File: config.mk
export PLATFORM = sky130hd
export DESIGN_NAME = usbspc_ctrl
export DESIGN_NICKNAME = d
export VERILOG_FILES = /design/src/rtl/usbspc_pkg.sv /design/src/rtl/usbspc_sync.sv /design/src/rtl/usbspc_ctrl.sv
export SDC_FILE = /design/constraint.sdc
export NUM_CORES = 1
export LEC_CHECK = 0
export BUFFER_PORTS_ARGS = -buffer_cell sky130_fd_sc_hd__buf_2
export CAP_MARGIN = 20
export CORE_ASPECT_RATIO = 0.6
export CORE_MARGIN = 2
export CORE_UTILIZATION = 56
export DETAILED_ROUTE_END_ITERATION = 8
export PLACE_DENSITY = 0.8
export SKIP_LAST_GASP = 1
export SLEW_MARGIN = 20
export SYNTH_ARGS = -nofsm -noshare
export SYNTH_HDL_FRONTEND = slang
export SYNTH_HIERARCHICAL = 1
export SYNTH_SLANG_ARGS = --single-unit
File: constraint.sdc
create_clock -name mclk -period 3.2 [get_ports mclk]
set_clock_uncertainty 0.15 [all_clocks]
set_input_delay 0.32 -clock mclk [delete_from_list [all_inputs] [get_ports mclk]]
set_output_delay 0.32 -clock mclk [all_outputs]
set_load 0.02 [all_outputs]
File: src/rtl/usbspc_pkg.sv
// Package for the USB suspend and power control block.
// Assumes a 100 MHz system clock; all timing counts derive from it.
package usbspc_pkg;

	// ----------------------------------------------------------------
	// Timing
	// ----------------------------------------------------------------
	localparam int CLK_MHZ = 100;
	localparam int IDLE_SUSPEND_US = 3000;
	localparam int WAKE_MIN_SUSP_US = 5000;
	localparam int WAKE_DRIVE_US = 2000;
	localparam int IDLE_CYC = IDLE_SUSPEND_US * CLK_MHZ;
	localparam int WAKE_MIN_CYC = WAKE_MIN_SUSP_US * CLK_MHZ;
	localparam int WAKE_DRIVE_CYC = WAKE_DRIVE_US * CLK_MHZ;
	localparam int CNT_W = 20;

	// ----------------------------------------------------------------
	// Types
	// ----------------------------------------------------------------
	typedef enum logic [1:0] {
		USBSPC_DETACHED,
		USBSPC_ACTIVE,
		USBSPC_SUSPENDED,
		USBSPC_WAKING
	} usbspc_state_t;

	// Device-side USB context kept across suspend.
	typedef struct packed {
		logic [6:0] addr;
		logic [7:0] cfg;
		logic [15:0] ep_halt;
	} usbspc_ctx_t;

	// Events that justify a remote wake-up.
	typedef struct packed {
		logic incoming_call;
		logic unsolicited_msg;
		logic socket_data;
	} usbspc_wake_ev_t;

endpackage

File: src/rtl/usbspc_sync.sv
// Three-flop input synchroniser with agreement filter.
// Assumes the input is asynchronous to mclk.
`timescale 1ns/100ps
module usbspc_sync
	import usbspc_pkg::*;
#(
	parameter int WIDTH = 1
)
(
	input wire logic mclk,
	input wire logic sys_rst,
	input wire logic [WIDTH-1:0] async_in,
	output logic [WIDTH-1:0] sync_out
);
	logic [WIDTH-1:0] s1_reg;
	logic [WIDTH-1:0] s2_reg;
	logic [WIDTH-1:0] s3_reg;
	logic [WIDTH-1:0] out_next;

	if (WIDTH < 1)
	begin : g_bad_width
		$error("usbspc_sync: width must be at least one");
	end

	// ----------------------------------------------------------------
	// Per-bit filter: a change counts only once stages two and three agree.
	// ----------------------------------------------------------------
	genvar i;
	generate
		for (i = 0; i < WIDTH; i++)
		begin : g_bit
			assign out_next[i] = (s2_reg[i] == s3_reg[i]) ? s3_reg[i]
				: sync_out[i];
		end
	endgenerate

	always_ff @(posedge mclk or posedge sys_rst)
	begin
		if (sys_rst)
		begin
			s1_reg <= '0;
			s2_reg <= '0;
			s3_reg <= '0;
			sync_out <= '0;
		end
		else
		begin
			s1_reg <= async_in;
			s2_reg <= s1_reg;
			s3_reg <= s2_reg;
			sync_out <= out_next;
		end
	end
endmodule

File: src/rtl/usbspc_ctrl.sv
// USB device-port suspend, resume, remote wake-up and detach control.
// Assumes the USB core reports line state changes and activity on mclk,
// and that vbus_sense_in and hub_port_en arrive asynchronously.
//
// Notes on behaviour
// - Enter suspend after bus idle period.
// - Hold device context unchanged while suspended.
// - Hub port disabled forces selective suspend.
// - Suspended plus power saving allows low-power idle.
// - Bus activity ends suspend immediately while the hub port is enabled.
// - Active unsuspended port stays ready, overriding saving.
// - Drive remote wake-up on internal events.
// - VBUS falling then low disables interface.
// - Interface enabled only while VBUS valid.
`timescale 1ns/100ps
module usbspc_ctrl
	import usbspc_pkg::*;
#(
	parameter int IDLE_CYCLES = IDLE_CYC,
	parameter int WAKE_MIN_CYCLES = WAKE_MIN_CYC,
	parameter int WAKE_DRIVE_CYCLES = WAKE_DRIVE_CYC
)
(
	input wire logic mclk,
	input wire logic sys_rst,
	input wire logic vbus_sense_in,
	input wire logic hub_port_en,
	input wire logic bus_state_change,
	input wire logic power_saving_setting,
	input wire logic remote_wake_en,
	input wire usbspc_wake_ev_t wake_ev,
	input wire logic work_pending,
	input wire logic ctx_wr,
	input wire usbspc_ctx_t ctx_in,
	output usbspc_ctx_t ctx_out,
	output usbspc_state_t state_out,
	output logic usb_enable,
	output logic suspended,
	output logic low_power_idle,
	output logic usb_ready,
	output logic remote_wake_drive
);
	// Counters are CNT_W bits wide; larger counts could never be reached.
	if (IDLE_CYCLES < 1 || IDLE_CYCLES >= (1 << CNT_W) ||
		WAKE_MIN_CYCLES < 1 || WAKE_MIN_CYCLES >= (1 << CNT_W) ||
		WAKE_DRIVE_CYCLES < 1 || WAKE_DRIVE_CYCLES >= (1 << CNT_W))
	begin : g_bad_count
		$error("usbspc_ctrl: count parameter out of range");
	end

	localparam logic [CNT_W-1:0] IDLE_LAST = CNT_W'(IDLE_CYCLES - 1);
	localparam logic [CNT_W-1:0] WMIN_LAST = CNT_W'(WAKE_MIN_CYCLES - 1);
	localparam logic [CNT_W-1:0] WDRV_LAST = CNT_W'(WAKE_DRIVE_CYCLES - 1);

	// ----------------------------------------------------------------
	// Input synchronisation
	// ----------------------------------------------------------------
	logic [1:0] pins_sync;
	logic vbus_ok;
	logic hub_ok;

	usbspc_sync #(.WIDTH(2)) u_sync (
		.mclk(mclk),
		.sys_rst(sys_rst),
		.async_in({hub_port_en, vbus_sense_in}),
		.sync_out(pins_sync)
	);
	assign vbus_ok = pins_sync[0];
	assign hub_ok = pins_sync[1];

	// ----------------------------------------------------------------
	// Decode
	// ----------------------------------------------------------------
	usbspc_state_t state_reg, state_next;
	logic [CNT_W-1:0] idle_cnt_reg, idle_cnt_next;
	logic [CNT_W-1:0] susp_cnt_reg, susp_cnt_next;
	logic [CNT_W-1:0] drv_cnt_reg, drv_cnt_next;
	logic vbus_prev_reg;
	logic wake_pend_reg, wake_pend_next;
	usbspc_ctx_t ctx_reg, ctx_next;

	wire vbus_fall = vbus_prev_reg & ~vbus_ok;
	wire idle_done = (idle_cnt_reg == IDLE_LAST);
	wire susp_long = (susp_cnt_reg == WMIN_LAST);
	wire drv_done = (drv_cnt_reg == WDRV_LAST);
	wire any_ev = |wake_ev;
	wire in_susp = (state_reg == USBSPC_SUSPENDED);
	wire ctx_we = ctx_wr && (state_reg == USBSPC_ACTIVE);
	wire wake_go = in_susp && wake_pend_reg && remote_wake_en
		&& susp_long && !bus_state_change;

	// Counter restarts on any line change; saturates at the suspend limit.
	assign idle_cnt_next = (state_reg != USBSPC_ACTIVE || bus_state_change)
		? '0 : (idle_done ? idle_cnt_reg : idle_cnt_reg + 1'b1);
	assign susp_cnt_next = !in_susp ? '0
		: (susp_long ? susp_cnt_reg : susp_cnt_reg + 1'b1);
	assign drv_cnt_next = (state_reg == USBSPC_WAKING)
		? drv_cnt_reg + 1'b1 : '0;
	// New events win over the clear that the wake-up drive causes.
	// Events seen while detached are dropped, so none survives an attach.
	assign wake_pend_next = (state_reg != USBSPC_DETACHED)
		&& (any_ev || (wake_pend_reg && !wake_go));
	assign ctx_next = ctx_we ? ctx_in : ctx_reg;

	always_comb
	begin
		state_next = state_reg;
		unique case (state_reg)
			USBSPC_DETACHED:
				if (vbus_ok)
					state_next = USBSPC_ACTIVE;
			USBSPC_ACTIVE:
				if (!hub_ok || idle_done)
					state_next = USBSPC_SUSPENDED;
			USBSPC_SUSPENDED:
				if (bus_state_change && hub_ok)
					state_next = USBSPC_ACTIVE;
				else if (wake_go)
					state_next = USBSPC_WAKING;
			USBSPC_WAKING:
				// The host answers with resume signalling of its own.
				if (drv_done)
					state_next = USBSPC_ACTIVE;
		endcase
		if (!vbus_ok || vbus_fall)
			state_next = USBSPC_DETACHED;
	end

	always_ff @(posedge mclk or posedge sys_rst)
	begin
		if (sys_rst)
		begin
			state_reg <= USBSPC_DETACHED;
			idle_cnt_reg <= '0;
			susp_cnt_reg <= '0;
			drv_cnt_reg <= '0;
			vbus_prev_reg <= 1'b0;
			wake_pend_reg <= 1'b0;
			ctx_reg <= '0;
		end
		else
		begin
			state_reg <= state_next;
			idle_cnt_reg <= idle_cnt_next;
			susp_cnt_reg <= susp_cnt_next;
			drv_cnt_reg <= drv_cnt_next;
			vbus_prev_reg <= vbus_ok;
			wake_pend_reg <= wake_pend_next;
			ctx_reg <= ctx_next;
		end
	end

	// ----------------------------------------------------------------
	// Outputs
	// ----------------------------------------------------------------
	assign ctx_out = ctx_reg;
	assign state_out = state_reg;
	assign usb_enable = (state_reg != USBSPC_DETACHED);
	assign suspended = in_susp;
	assign usb_ready = (state_reg == USBSPC_ACTIVE);
	// Idle is dropped the moment any work or wake event shows up.
	assign low_power_idle = in_susp && power_saving_setting
		&& !work_pending && !any_ev;
	assign remote_wake_drive = (state_reg == USBSPC_WAKING);

	// ----------------------------------------------------------------
	// Checks
	// ----------------------------------------------------------------
	property p_idle_suspend;
		@(posedge mclk) disable iff (sys_rst)
		(state_reg == USBSPC_ACTIVE && idle_done && vbus_ok && !vbus_fall)
		|=> in_susp;
	endproperty
	a_idle_suspend: assert property (p_idle_suspend)
		else $error("no suspend after idle period");

	property p_ctx_hold;
		@(posedge mclk) disable iff (sys_rst)
		in_susp |=> $stable(ctx_reg);
	endproperty
	a_ctx_hold: assert property (p_ctx_hold)
		else $error("context changed in suspend");

	property p_hub_off;
		@(posedge mclk) disable iff (sys_rst)
		(state_reg == USBSPC_ACTIVE && !hub_ok) |=> !usb_ready;
	endproperty
	a_hub_off: assert property (p_hub_off)
		else $error("hub disable did not suspend");

	property p_lpi;
		@(posedge mclk) disable iff (sys_rst)
		low_power_idle |-> (in_susp && power_saving_setting && !work_pending);
	endproperty
	a_lpi: assert property (p_lpi)
		else $error("low-power idle outside suspend");

	property p_resume;
		@(posedge mclk) disable iff (sys_rst)
		(in_susp && bus_state_change && hub_ok && vbus_ok && !vbus_fall)
		|=> usb_ready;
	endproperty
	a_resume: assert property (p_resume)
		else $error("bus activity did not resume");

	property p_wake_gate;
		@(posedge mclk) disable iff (sys_rst)
		$rose(remote_wake_drive) |-> $past(susp_long) && $past(remote_wake_en);
	endproperty
	a_wake_gate: assert property (p_wake_gate)
		else $error("wake-up drive without its conditions");

	property p_vbus_fall;
		@(posedge mclk) disable iff (sys_rst)
		vbus_fall |=> !usb_enable;
	endproperty
	a_vbus_fall: assert property (p_vbus_fall)
		else $error("interface stayed on after vbus fall");

	property p_vbus_low;
		@(posedge mclk) disable iff (sys_rst)
		!vbus_ok ##1 !vbus_ok |-> !usb_enable;
	endproperty
	a_vbus_low: assert property (p_vbus_low)
		else $error("interface on without vbus");

	c_suspend: cover property (@(posedge mclk) disable iff (sys_rst)
		$rose(suspended));
	c_wake: cover property (@(posedge mclk) disable iff (sys_rst)
		$rose(remote_wake_drive));
	c_lpi: cover property (@(posedge mclk) disable iff (sys_rst)
		$rose(low_power_idle));
endmodule

==> impl_metrics.csv, run 1 <==
group,metric,value,unit
power,ir_drop,0.408,mV
sta,slew_viol_final,0,
yosys,synth_nets,455,
clock_network,cts_tree,"built",
worst_setup_path,cp_cell_sequence,"inv_1 > ha_1 > and4b_1 > buf_2",
yosys,yosys.cell_types.count,41,
worst_setup_path,timing_worst_setup_path_type,"flip-flop to output pin",
worst_setup_path,critPathLaunchType,"flip-flop",
die,die_x,122,um
placed_design,gp_congestion,0.824,
cells_and_area,layout_commonest_cell,"dfrtp_1",
status,outcome,"complete, no violations",
power,p_leak,2.60,nW
cells_and_area,largest_register_ffs,31,
sta,tightest_slew,769,ps
sta,whs,52.5,ps
cells_and_area,fin_area,5590,um^2
placed_design,post-dp-hpwl,6480,um
power,powerDensity,716,nW/um^2
cells_and_area,drive_gt1_share,27.5,%
clock_network,cts_resized,0,
drt,drc,0,
die,rows,25,
worst_setup_path,cp_slowest_cell,"ha_1",
die,die_y,74.8,um
yosys,syn_inst,405,
yosys,yosys_warnings,6,
yosys,synth_seq_area_share,54.6,%
sta,min_period,2400,ps
yosys,synth-seq-cells,102,
clock_network,cts_setup_buffers,0,
worst_setup_path,crit_arrival,1930,ps
flow_run,maxCapViolCount,0,
cells_and_area,area_delta_synth_final,19.6,%
worst_setup_path,r2r-start,"state_out[0]",
sta,rsz0062_at_grt,"false",
drt,first_pass_iters,5,
clock_network,clock_latency,350,ps
placed_design,io_buffers,80,
yosys,avgSynthCellArea,11.5,um^2
cells_and_area,instances_no_fill,603,
yosys,synth_edf_count,0,
global_routing,overflow,0,
worst_setup_path,cp-end-kind,"output pin",
sta,finalWorstSetupSlack,797,ps
global_routing,grtUsageTotal,22.4,%
global_routing,grt_pass1_wl,15500,um
yosys,ys.flop_type,"dfrtp_1",
die,io_pins,81,
clock_network,clk_pin_slew,60,ps
worst_hold_path,worstHoldStart,"ctx_in[3]",
cells_and_area,mostFrequentLayoutCells,"dfrtp_1, buf_2, and2_1",
drt,ant_nets,0,
drt,wire_per_inst,15.4,um
die,core-area,7980,um^2
sta,hold_viol,0,
die,die_area,9110,um^2
drt,finalWirelength,9290,um
cells_and_area,nets,540,
yosys,synth.top_cell.area_share,54.6,%
yosys,synth_area_leaders,"dfrtp_1, mux2_2, xnor2_1",
drt,via_per_inst,5.40,
die,start_util,58.6,%
clock_network,clock-sinks,102,
placed_design,placed_area,5190,um^2
power,finalPower,4.00,mW
sta,period_share,75.1,%
worst_setup_path,crit_start,"state_out[0]",
yosys,yosys.area.top_type,"dfrtp_1",
drt,drt_iter0_drc,246,
clock_network,numCtsBuffers,9,
clock_network,cts_buffer_depth,2,
sta,setup_viol,0,
worst_setup_path,path_max_fanout,24,
global_routing,antenna_found_initial,0,
yosys,synth_area,4670,um^2
sta,slew_headroom,48.8,%
yosys,ys_async_sr_fraction,100,%
placed_design,place_inst,584,
drt,vias,3255,
placed_design,place_ws,1050,ps
worst_setup_path,required,2730,ps
global_routing,grt_pass1_vias,3148,
clock_network,cts-root-buf,"clkbuf_16",
worst_hold_path,hp-class,"primary input to flip-flop",
clock_network,htree_levels,3,
sta,fmax,416,MHz
global_routing,grt_max_degree,95,
sta,tns,0,ps
cells_and_area,finalCoreUtilization,70.1,%
worst_setup_path,cpPeakStageDelay,610,ps
cells_and_area,antenna_cells,0,
## worst max-delay path, delay by kind of cell (launching register included)
kind / cells / cell delay (ps)
buffers and inverters: 2 / 260
AND/OR/NAND/NOR: 1 / 280
flip-flops: 1 / 430
adder cells (fa/ha/maj): 1 / 610
## cells in the mapped netlist, types with 2 or more instances
cell type and number:
a21boi_0 3, a21oi_1 3, and2_1 35, and3_1 14
and4_1 5, clkbuf_1 10, dfrtp_1 102, ha_1 7
inv_1 8, maj3_2 2, mux2_2 31, mux2i_1 4
nand2_1 24, nand2b_1 3, nand3_1 18, nand4_1 14
nor2_1 28, nor2b_1 4, nor3_1 7, nor4_1 3
nor4b_1 4, o21ai_0 3, or3_1 4, xnor2_1 31
xor2_1 22
## area by class of cell
type,instances,area [um^2]
clock inverters,6,134
flip-flops and latches,102,2550
fillers,566,2390
well taps,108,135
inverters,8,31.3
multi-input cells,284,2050
repair buffers,85,458
clock buffers,10,229
## cells by family (layout without fill, tap and decap cells)
group                    Yosys count  after routing  share of synthesized area [%]
flip-flops                       102            102                           54.6
XOR/XNOR                          53             53                           9.94
adder cells (fa/ha/maj)            9              9                           2.36
AO/OA/AOI/OAI                     16             16                           2.38
AND/OR/NAND/NOR                  171            171                           20.8
buffers and inverters             19            109                           1.53
multiplexers                      35             35                           8.33
## path summary, 6_finish.rpt
check | to | cells after the start | slack, ps
worst min register to register | u_sync/s2_reg[0] | 0 | 200
min in group asynchronous | u_sync/sync_out[0] | 3 | 320
worst max-delay path | low_power_idle | 4 | 800
worst min-delay path | ctx_out[3] | 2 | 50
max in group asynchronous | ctx_out[19] | 4 | 2010
worst max register to register | state_out[1] | 6 | 1040
## power breakdown
| part | leakage [nW] | switching, mW | total, mW | internal (mW) |
|---|---|---|---|---|
| clock network | 0.177 | 0.458 | 1.30 | 0.843 |
| registers | 1.34 | 0.126 | 1.65 | 1.52 |
| logic | 1.09 | 0.619 | 1.05 | 0.436 |
| total | 2.60 | 1.20 | 4.00 | 2.80 |
## repair_timing
action | CTS | global route
hold buffers | 3 | 0
endpoints found under the hold margin | 104 | 0
setup endpoints to repair | 0 | 0
## metal layers
| metal | up-vias | global-route usage (%) | routed length [um] |
|---|---|---|---|
| met5 | - | 0 | 0 |
| met3 | 18 | 6.44 | 437 |
| met1 | 1604 | 31.4 | 4490 |
| li1 | 1555 | - | - |
| met4 | 0 | 8.17 | 226 |
| met2 | 78 | 33.9 | 4140 |
Power figures use the tool's default switching activity.
==> run 2: changes to the inputs <==
--- a/config.mk
+++ b/config.mk
@@ -5,13 +5,14 @@
 export SDC_FILE = /design/constraint.sdc
 export NUM_CORES = 1
 export LEC_CHECK = 0
+export ABC_AREA = 1
 export BUFFER_PORTS_ARGS = -buffer_cell sky130_fd_sc_hd__buf_2
 export CAP_MARGIN = 20
 export CORE_ASPECT_RATIO = 0.6
 export CORE_MARGIN = 2
-export CORE_UTILIZATION = 56
+export CORE_UTILIZATION = 51
 export DETAILED_ROUTE_END_ITERATION = 8
-export PLACE_DENSITY = 0.8
+export PLACE_DENSITY = 0.76
 export SKIP_LAST_GASP = 1
 export SLEW_MARGIN = 20
 export SYNTH_ARGS = -nofsm -noshare
==> constraint.sdc (replaced) <==
create_clock -name mclk -period 1.98 [get_ports mclk]
set_clock_uncertainty 0.15 [all_clocks]
set_input_delay 0.198 -clock mclk [delete_from_list [all_inputs] [get_ports mclk]]
set_output_delay 0.198 -clock mclk [all_outputs]
set_load 0.02 [all_outputs]
==> impl_metrics.csv, run 2 <==
group,metric,value,unit
drt,drt_iter0_drc,376,
worst_setup_path,r2r-end,"idle_cnt_reg[0]",
sta,period_share,97.3,%
sta,fmax,519,MHz
power,power.switching,2.25,mW
power,power.share.sequential,42.3,%
worst_hold_path,hp-class,"primary input to flip-flop",
worst_setup_path,r2r_cells,7,
cells_and_area,nets,740,
clock_network,clk_pin_slew,70,ps
cells_and_area,area_delta_synth_final,27.6,%
die,start_util,52.9,%
cells_and_area,mostFrequentLayoutCells,"nand2_1, dfrtp_1, buf_2",
worst_setup_path,required,1630,ps
clock_network,cts_tree,"built",
drt,via_per_inst,5.21,
sta,min_period,1930,ps
yosys,yosys.area.top_type,"dfrtp_1",
die,die_x,130,um
power,swShare,35.1,%
worst_setup_path,timing_worst_setup_path_type,"flip-flop to output pin",
worst_hold_path,worstHoldStart,"wake_ev[2]",
placed_design,place_ws,71.5,ps
drt,first_pass_iters,7,
flow_run,maxCapViolCount,0,
yosys,yosys.cell_types.count,30,
yosys,synth_common_cells,"nand2_1, dfrtp_1, inv_1",
power,p_clk_share,27.4,%
clock_network,cts_buffer_depth,2,
sta,whs,4.02,ps
sta,slew_headroom,54.9,%
worst_hold_path,hold_depth,3,
power,p_int,4.16,mW
clock_network,numCtsBuffers,9,
global_routing,grtUsageTotal,25.2,%
placed_design,post-dp-hpwl,7930,um
global_routing,overflow,0,
cells_and_area,largest_register_ffs,31,
sta,rsz0062_at_grt,"true",
drt,drc,0,
yosys,ys_async_sr_fraction,100,%
worst_setup_path,path_max_fanout,5,
die,core-area,9220,um^2
cells_and_area,finalCoreUtilization,67.5,%
yosys,ys.flop_type,"dfrtp_1",
global_routing,grt_pass1_wl,20300,um
die,io_pins,81,
worst_setup_path,critPathLaunchType,"flip-flop",
global_routing,antenna_found_initial,0,
cells_and_area,multiInputGateArea,2040,um^2
global_routing,grt_max_degree,52,
global_routing,grt_pass1_vias,4207,
sta,hold_viol,0,
die,die_area,10400,um^2
yosys,synth_seq_area_share,52.3,%
clock_network,clock-sinks,102,
cells_and_area,regArea,2550,um^2
worst_hold_path,hold_path_end,"wake_pend_reg",
power,finalPower,6.41,mW
yosys,synth.most_common_cell,"nand2_1",
yosys,avgSynthCellArea,8.78,um^2
power,p_leak,2.93,nW
status,outcome,"complete, no violations",
yosys,synth_edf_count,0,
power,comb_power_share,30.4,%
drt,vias,4301,
sta,setup_viol,0,
placed_design,io_buffers,80,
clock_network,cts-root-buf,"clkbuf_16",
power,powerDensity,1030,nW/um^2
yosys,syn_inst,556,
clock_network,clock_latency,360,ps
drt,wire_per_inst,14.8,um
cells_and_area,layout_commonest_cell,"nand2_1",
sta,tightest_slew,676,ps
power,ir_drop,0.943,mV
yosys,synth_area,4880,um^2
die,die_y,79.8,um
sta,slew_viol_final,0,
cells_and_area,antenna_cells,0,
cells_and_area,drive_gt1_share,23.6,%
yosys,synth-seq-cells,102,
drt,ant_nets,0,
die,rows,27,
yosys,synth_area_leaders,"dfrtp_1, nand2_1, mux2_2",
yosys,synth_nets,606,
placed_design,gp_congestion,0.881,
clock_network,htree_levels,3,
yosys,synth.top_cell.area_share,52.3,%
worst_setup_path,cp-end-kind,"output pin",
worst_setup_path,crit_start,"state_out[0]",
worst_setup_path,crit_arrival,1580,ps
yosys,yosys_warnings,6,
worst_setup_path,reg2reg_slack,120,ps
worst_setup_path,r2r-start,"state_out[1]",
drt,finalWirelength,12200,um
cells_and_area,nFillCells,678,
sta,finalWorstSetupSlack,53.8,ps
run 2: cell count changes in the layout (fill, tap and decap cells not counted), sizes merged, moves of 29 or more:
cell         previous run  this run
dlygate4sd3             3        34
nand2                  24       105
nor2                   28        80
inv                     7        79
xnor2                  31         2
and2                   36         0
run 2: kinds of logic after synthesis:
kind of cell	synth area share (%)
buffers and inverters	6.77
muxes	7.15
AOI/OAI and AO/OA	8.31
xor gates and xnor gates	1.44
and+or+nand+nor	22.3
adders and majority gates	1.79
DFF	52.3
run 2: how the worst max path moves through the flow:
stage	end	slack, ps	depth (start not counted)
final	low_power_idle	50	6
after CTS	remote_wake_drive	3	2
after floorplan	state_out[0]	10	10
after global placement	drv_cnt_reg[16]	110	8
after global routing	drv_cnt_reg[16]	-70	8
after detailed placement	drv_cnt_reg[16]	70	8
run 2: power by group through the flow:
stage | sequential, mW | combinational, mW | clock, mW
floorplan | 3.12 | 0.761 | 0
global placement | 2.68 | 1.78 | 0
detailed placement | 2.70 | 1.82 | 0
CTS | 2.68 | 1.92 | 1.79
global route | 2.74 | 2.09 | 1.87
finish | 2.71 | 1.95 | 1.75
run 2: per-layer routing:
layer  track usage, %  wire (um)
met1             34.6       5430
met2             39.3       5680
met4             7.96        233
met3             6.84        854
met5                0          0
run 2: critical path: stages, from the launching register on:
cell and delay [ps]:
dfrtp_2 440, inv_1 110, ha_2 200, buf_6 110, nand2_1 50, nor3b_2 140, buf_4 160
run 2: cell type report:
type | count | share of cell area [%]
Clock buffer | 9 | 3.62
Clock inverter | 7 | 1.23
Inverter | 77 | 4.70
Multi-Input combinational cell | 370 | 32.7
Sequential cell | 102 | 41.0
Tap cell | 130 | 2.61
Timing Repair Buffer | 130 | 14.1
run 2: stage by stage:
step | setup TNS, ps | cells | area [um^2]
final | 0 | 825 | 6230
after global routing | -197 | 825 | 6230
after CTS | 0 | 818 | 6140
after detailed placement | 0 | 765 | 5470
after global placement | 0 | 765 | 5470
after floorplan | 0 | 556 | 4890
run 2: what timing repair did:
action                                  CTS  global route
endpoints found under the setup margin    1            15
hold buffers                             34             0
pin swaps                                 0             3
endpoints found under the hold margin   135             0
buffers inserted                          3             7
resized for setup                         1            12
==> run 3: changes to the inputs <==
--- a/config.mk
+++ b/config.mk
@@ -10,9 +10,8 @@
 export CAP_MARGIN = 20
 export CORE_ASPECT_RATIO = 0.6
 export CORE_MARGIN = 2
-export CORE_UTILIZATION = 51
+export CORE_UTILIZATION = 40
 export DETAILED_ROUTE_END_ITERATION = 8
-export PLACE_DENSITY = 0.76
 export SKIP_LAST_GASP = 1
 export SLEW_MARGIN = 20
 export SYNTH_ARGS = -nofsm -noshare
==> impl_metrics.csv, run 3 (synthesized netlist as in run 2, its figures left out) <==
group,metric,value,unit
power,comb_power_share,29.3,%
die,core-area,12000,um^2
global_routing,overflow,0,
sta,period_share,93.2,%
flow_run,maxCapViolCount,0,
placed_design,place_ws,83.9,ps
cells_and_area,nFillCells,1076,
worst_setup_path,crit_arrival,1930,ps
die,die_y,89.6,um
worst_setup_path,timing_worst_setup_path_type,"flip-flop to flip-flop",
drt,finalWirelength,11500,um
global_routing,grt_pass1_wl,18500,um
status,outcome,"complete, no violations",
power,power.switching,2.21,mW
worst_hold_path,hp-class,"primary input to flip-flop",
clock_network,htree_levels,3,
cells_and_area,instances_no_fill,855,
cells_and_area,antenna_cells,0,
drt,wire_per_inst,13.5,um
placed_design,place_inst,801,
placed_design,post-dp-hpwl,8120,um
clock_network,clock_latency,350,ps
global_routing,grt_pass1_vias,3818,
drt,drc,0,
worst_setup_path,critPathLaunchType,"flip-flop",
sta,fmax,542,MHz
die,start_util,40.7,%
global_routing,grt_max_degree,50,
sta,min_period,1850,ps
clock_network,cts_tree,"built",
placed_design,io_buffers,80,
sta,rsz0062_at_grt,"true",
global_routing,grtUsageTotal,17.7,%
cells_and_area,area_delta_synth_final,28.7,%
worst_setup_path,required,2060,ps
sta,tns,0,ps
sta,setup_viol,0,
sta,tightest_slew,498,ps
cells_and_area,regArea,2550,um^2
drt,ant_nets,0,
cells_and_area,mostFrequentLayoutCells,"nand2_1, dfrtp_1, buf_2",
clock_network,cts_buffer_depth,2,
clock_network,numCtsBuffers,9,
cells_and_area,layout_commonest_cell,"nand2_1",
worst_setup_path,cp-end-kind,"flip-flop",
cells_and_area,largest_register_ffs,31,
drt,drt_iter0_drc,246,
worst_setup_path,path_max_fanout,4,
drt,via_per_inst,4.90,
die,die_area,13100,um^2
sta,hold_viol,0,
drt,first_pass_iters,5,
power,swShare,33.3,%
power,power.share.sequential,40.6,%
cells_and_area,nets,735,
worst_setup_path,r2r_cells,8,
sta,slew_headroom,66.7,%
sta,slew_viol_final,0,
power,p_int,4.42,mW
clock_network,cts-root-buf,"clkbuf_16",
power,p_leak,2.94,nW
die,io_pins,81,
power,ir_drop,0.670,mV
placed_design,gp_congestion,0.918,
cells_and_area,drive_gt1_share,22.8,%
cells_and_area,finalCoreUtilization,52.4,%
sta,finalWorstSetupSlack,135,ps
worst_hold_path,hold_depth,4,
cells_and_area,multiInputGateArea,2030,um^2
drt,vias,4186,
power,powerDensity,1060,nW/um^2
die,die_x,147,um
clock_network,clk_pin_slew,70,ps
power,p_clk_share,30.2,%
die,rows,31,
clock_network,clock-sinks,102,
power,finalPower,6.63,mW
global_routing,antenna_found_initial,0,
-- run 3: timing repair --
| action | CTS | global route |
|---|---|---|
| pin swaps | 0 | 1 |
| hold buffers | 34 | 0 |
| gates resized for setup | 1 | 8 |
| endpoints found under the hold margin | 60 | 0 |
| setup endpoints to repair | 1 | 6 |
| buffers inserted | 3 | 1 |
-- run 3: power by group through the flow --
| stage | Sequential [mW] | Combinational, mW | Clock (mW) |
|---|---|---|---|
| finish | 2.69 | 1.94 | 2.00 |
| global route | 2.73 | 2.11 | 2.13 |
| CTS | 2.68 | 1.92 | 2.04 |
| detailed placement | 2.70 | 1.83 | 0 |
| global placement | 2.69 | 1.79 | 0 |
| floorplan | 3.12 | 0.761 | 0 |
-- run 3: through the flow --
stage | hold slack, ps | instance area (um^2)
after detailed placement | 43.4 | 5550
after CTS | 79.8 | 6250
final | 87.7 | 6280
after floorplan | -136 | 4890
after global routing | 121 | 6280
after global placement | 30.1 | 5550
-- run 3: worst paths after layout --
path	startpoint	to	slack [ps]
max	drv_cnt_reg[0]	drv_cnt_reg[16]	130
min	bus_state_change	idle_cnt_reg[7]	90
max reg2reg	drv_cnt_reg[0]	drv_cnt_reg[16]	130
min reg2reg	u_sync/s1_reg[1]	u_sync/s2_reg[1]	200
max in group asynchronous	sys_rst	idle_cnt_reg[18]	760
min in group asynchronous	sys_rst	u_sync/s1_reg[1]	210
-- run 3: worst max-delay path: stages (launching register included) --
cell and delay [ps]:
dfrtp_1 400, ha_1 260, nand3_1 110, inv_1 130, nand2_1 120, nor3_2 240
nand3_1 130, xor2_1 150, nor2_1 50
-- run 3: final cells by class --
cell class | count | area share, %
Sequential cell | 102 | 40.6
Multi-Input combinational cell | 370 | 32.3
Timing Repair Buffer | 125 | 13.8
Inverter | 77 | 4.66
Clock buffer | 9 | 3.59
Tap cell | 165 | 3.29
Clock inverter | 7 | 1.73
-- run 3: routing by layer --
| metal | share of wire, % | global-route usage (%) |
|---|---|---|
| met5 | 0 | 0 |
| met4 | 0.81 | 4.15 |
| met3 | 6.6 | 5.92 |
| met2 | 43 | 25.9 |
| met1 | 50 | 25.6 |
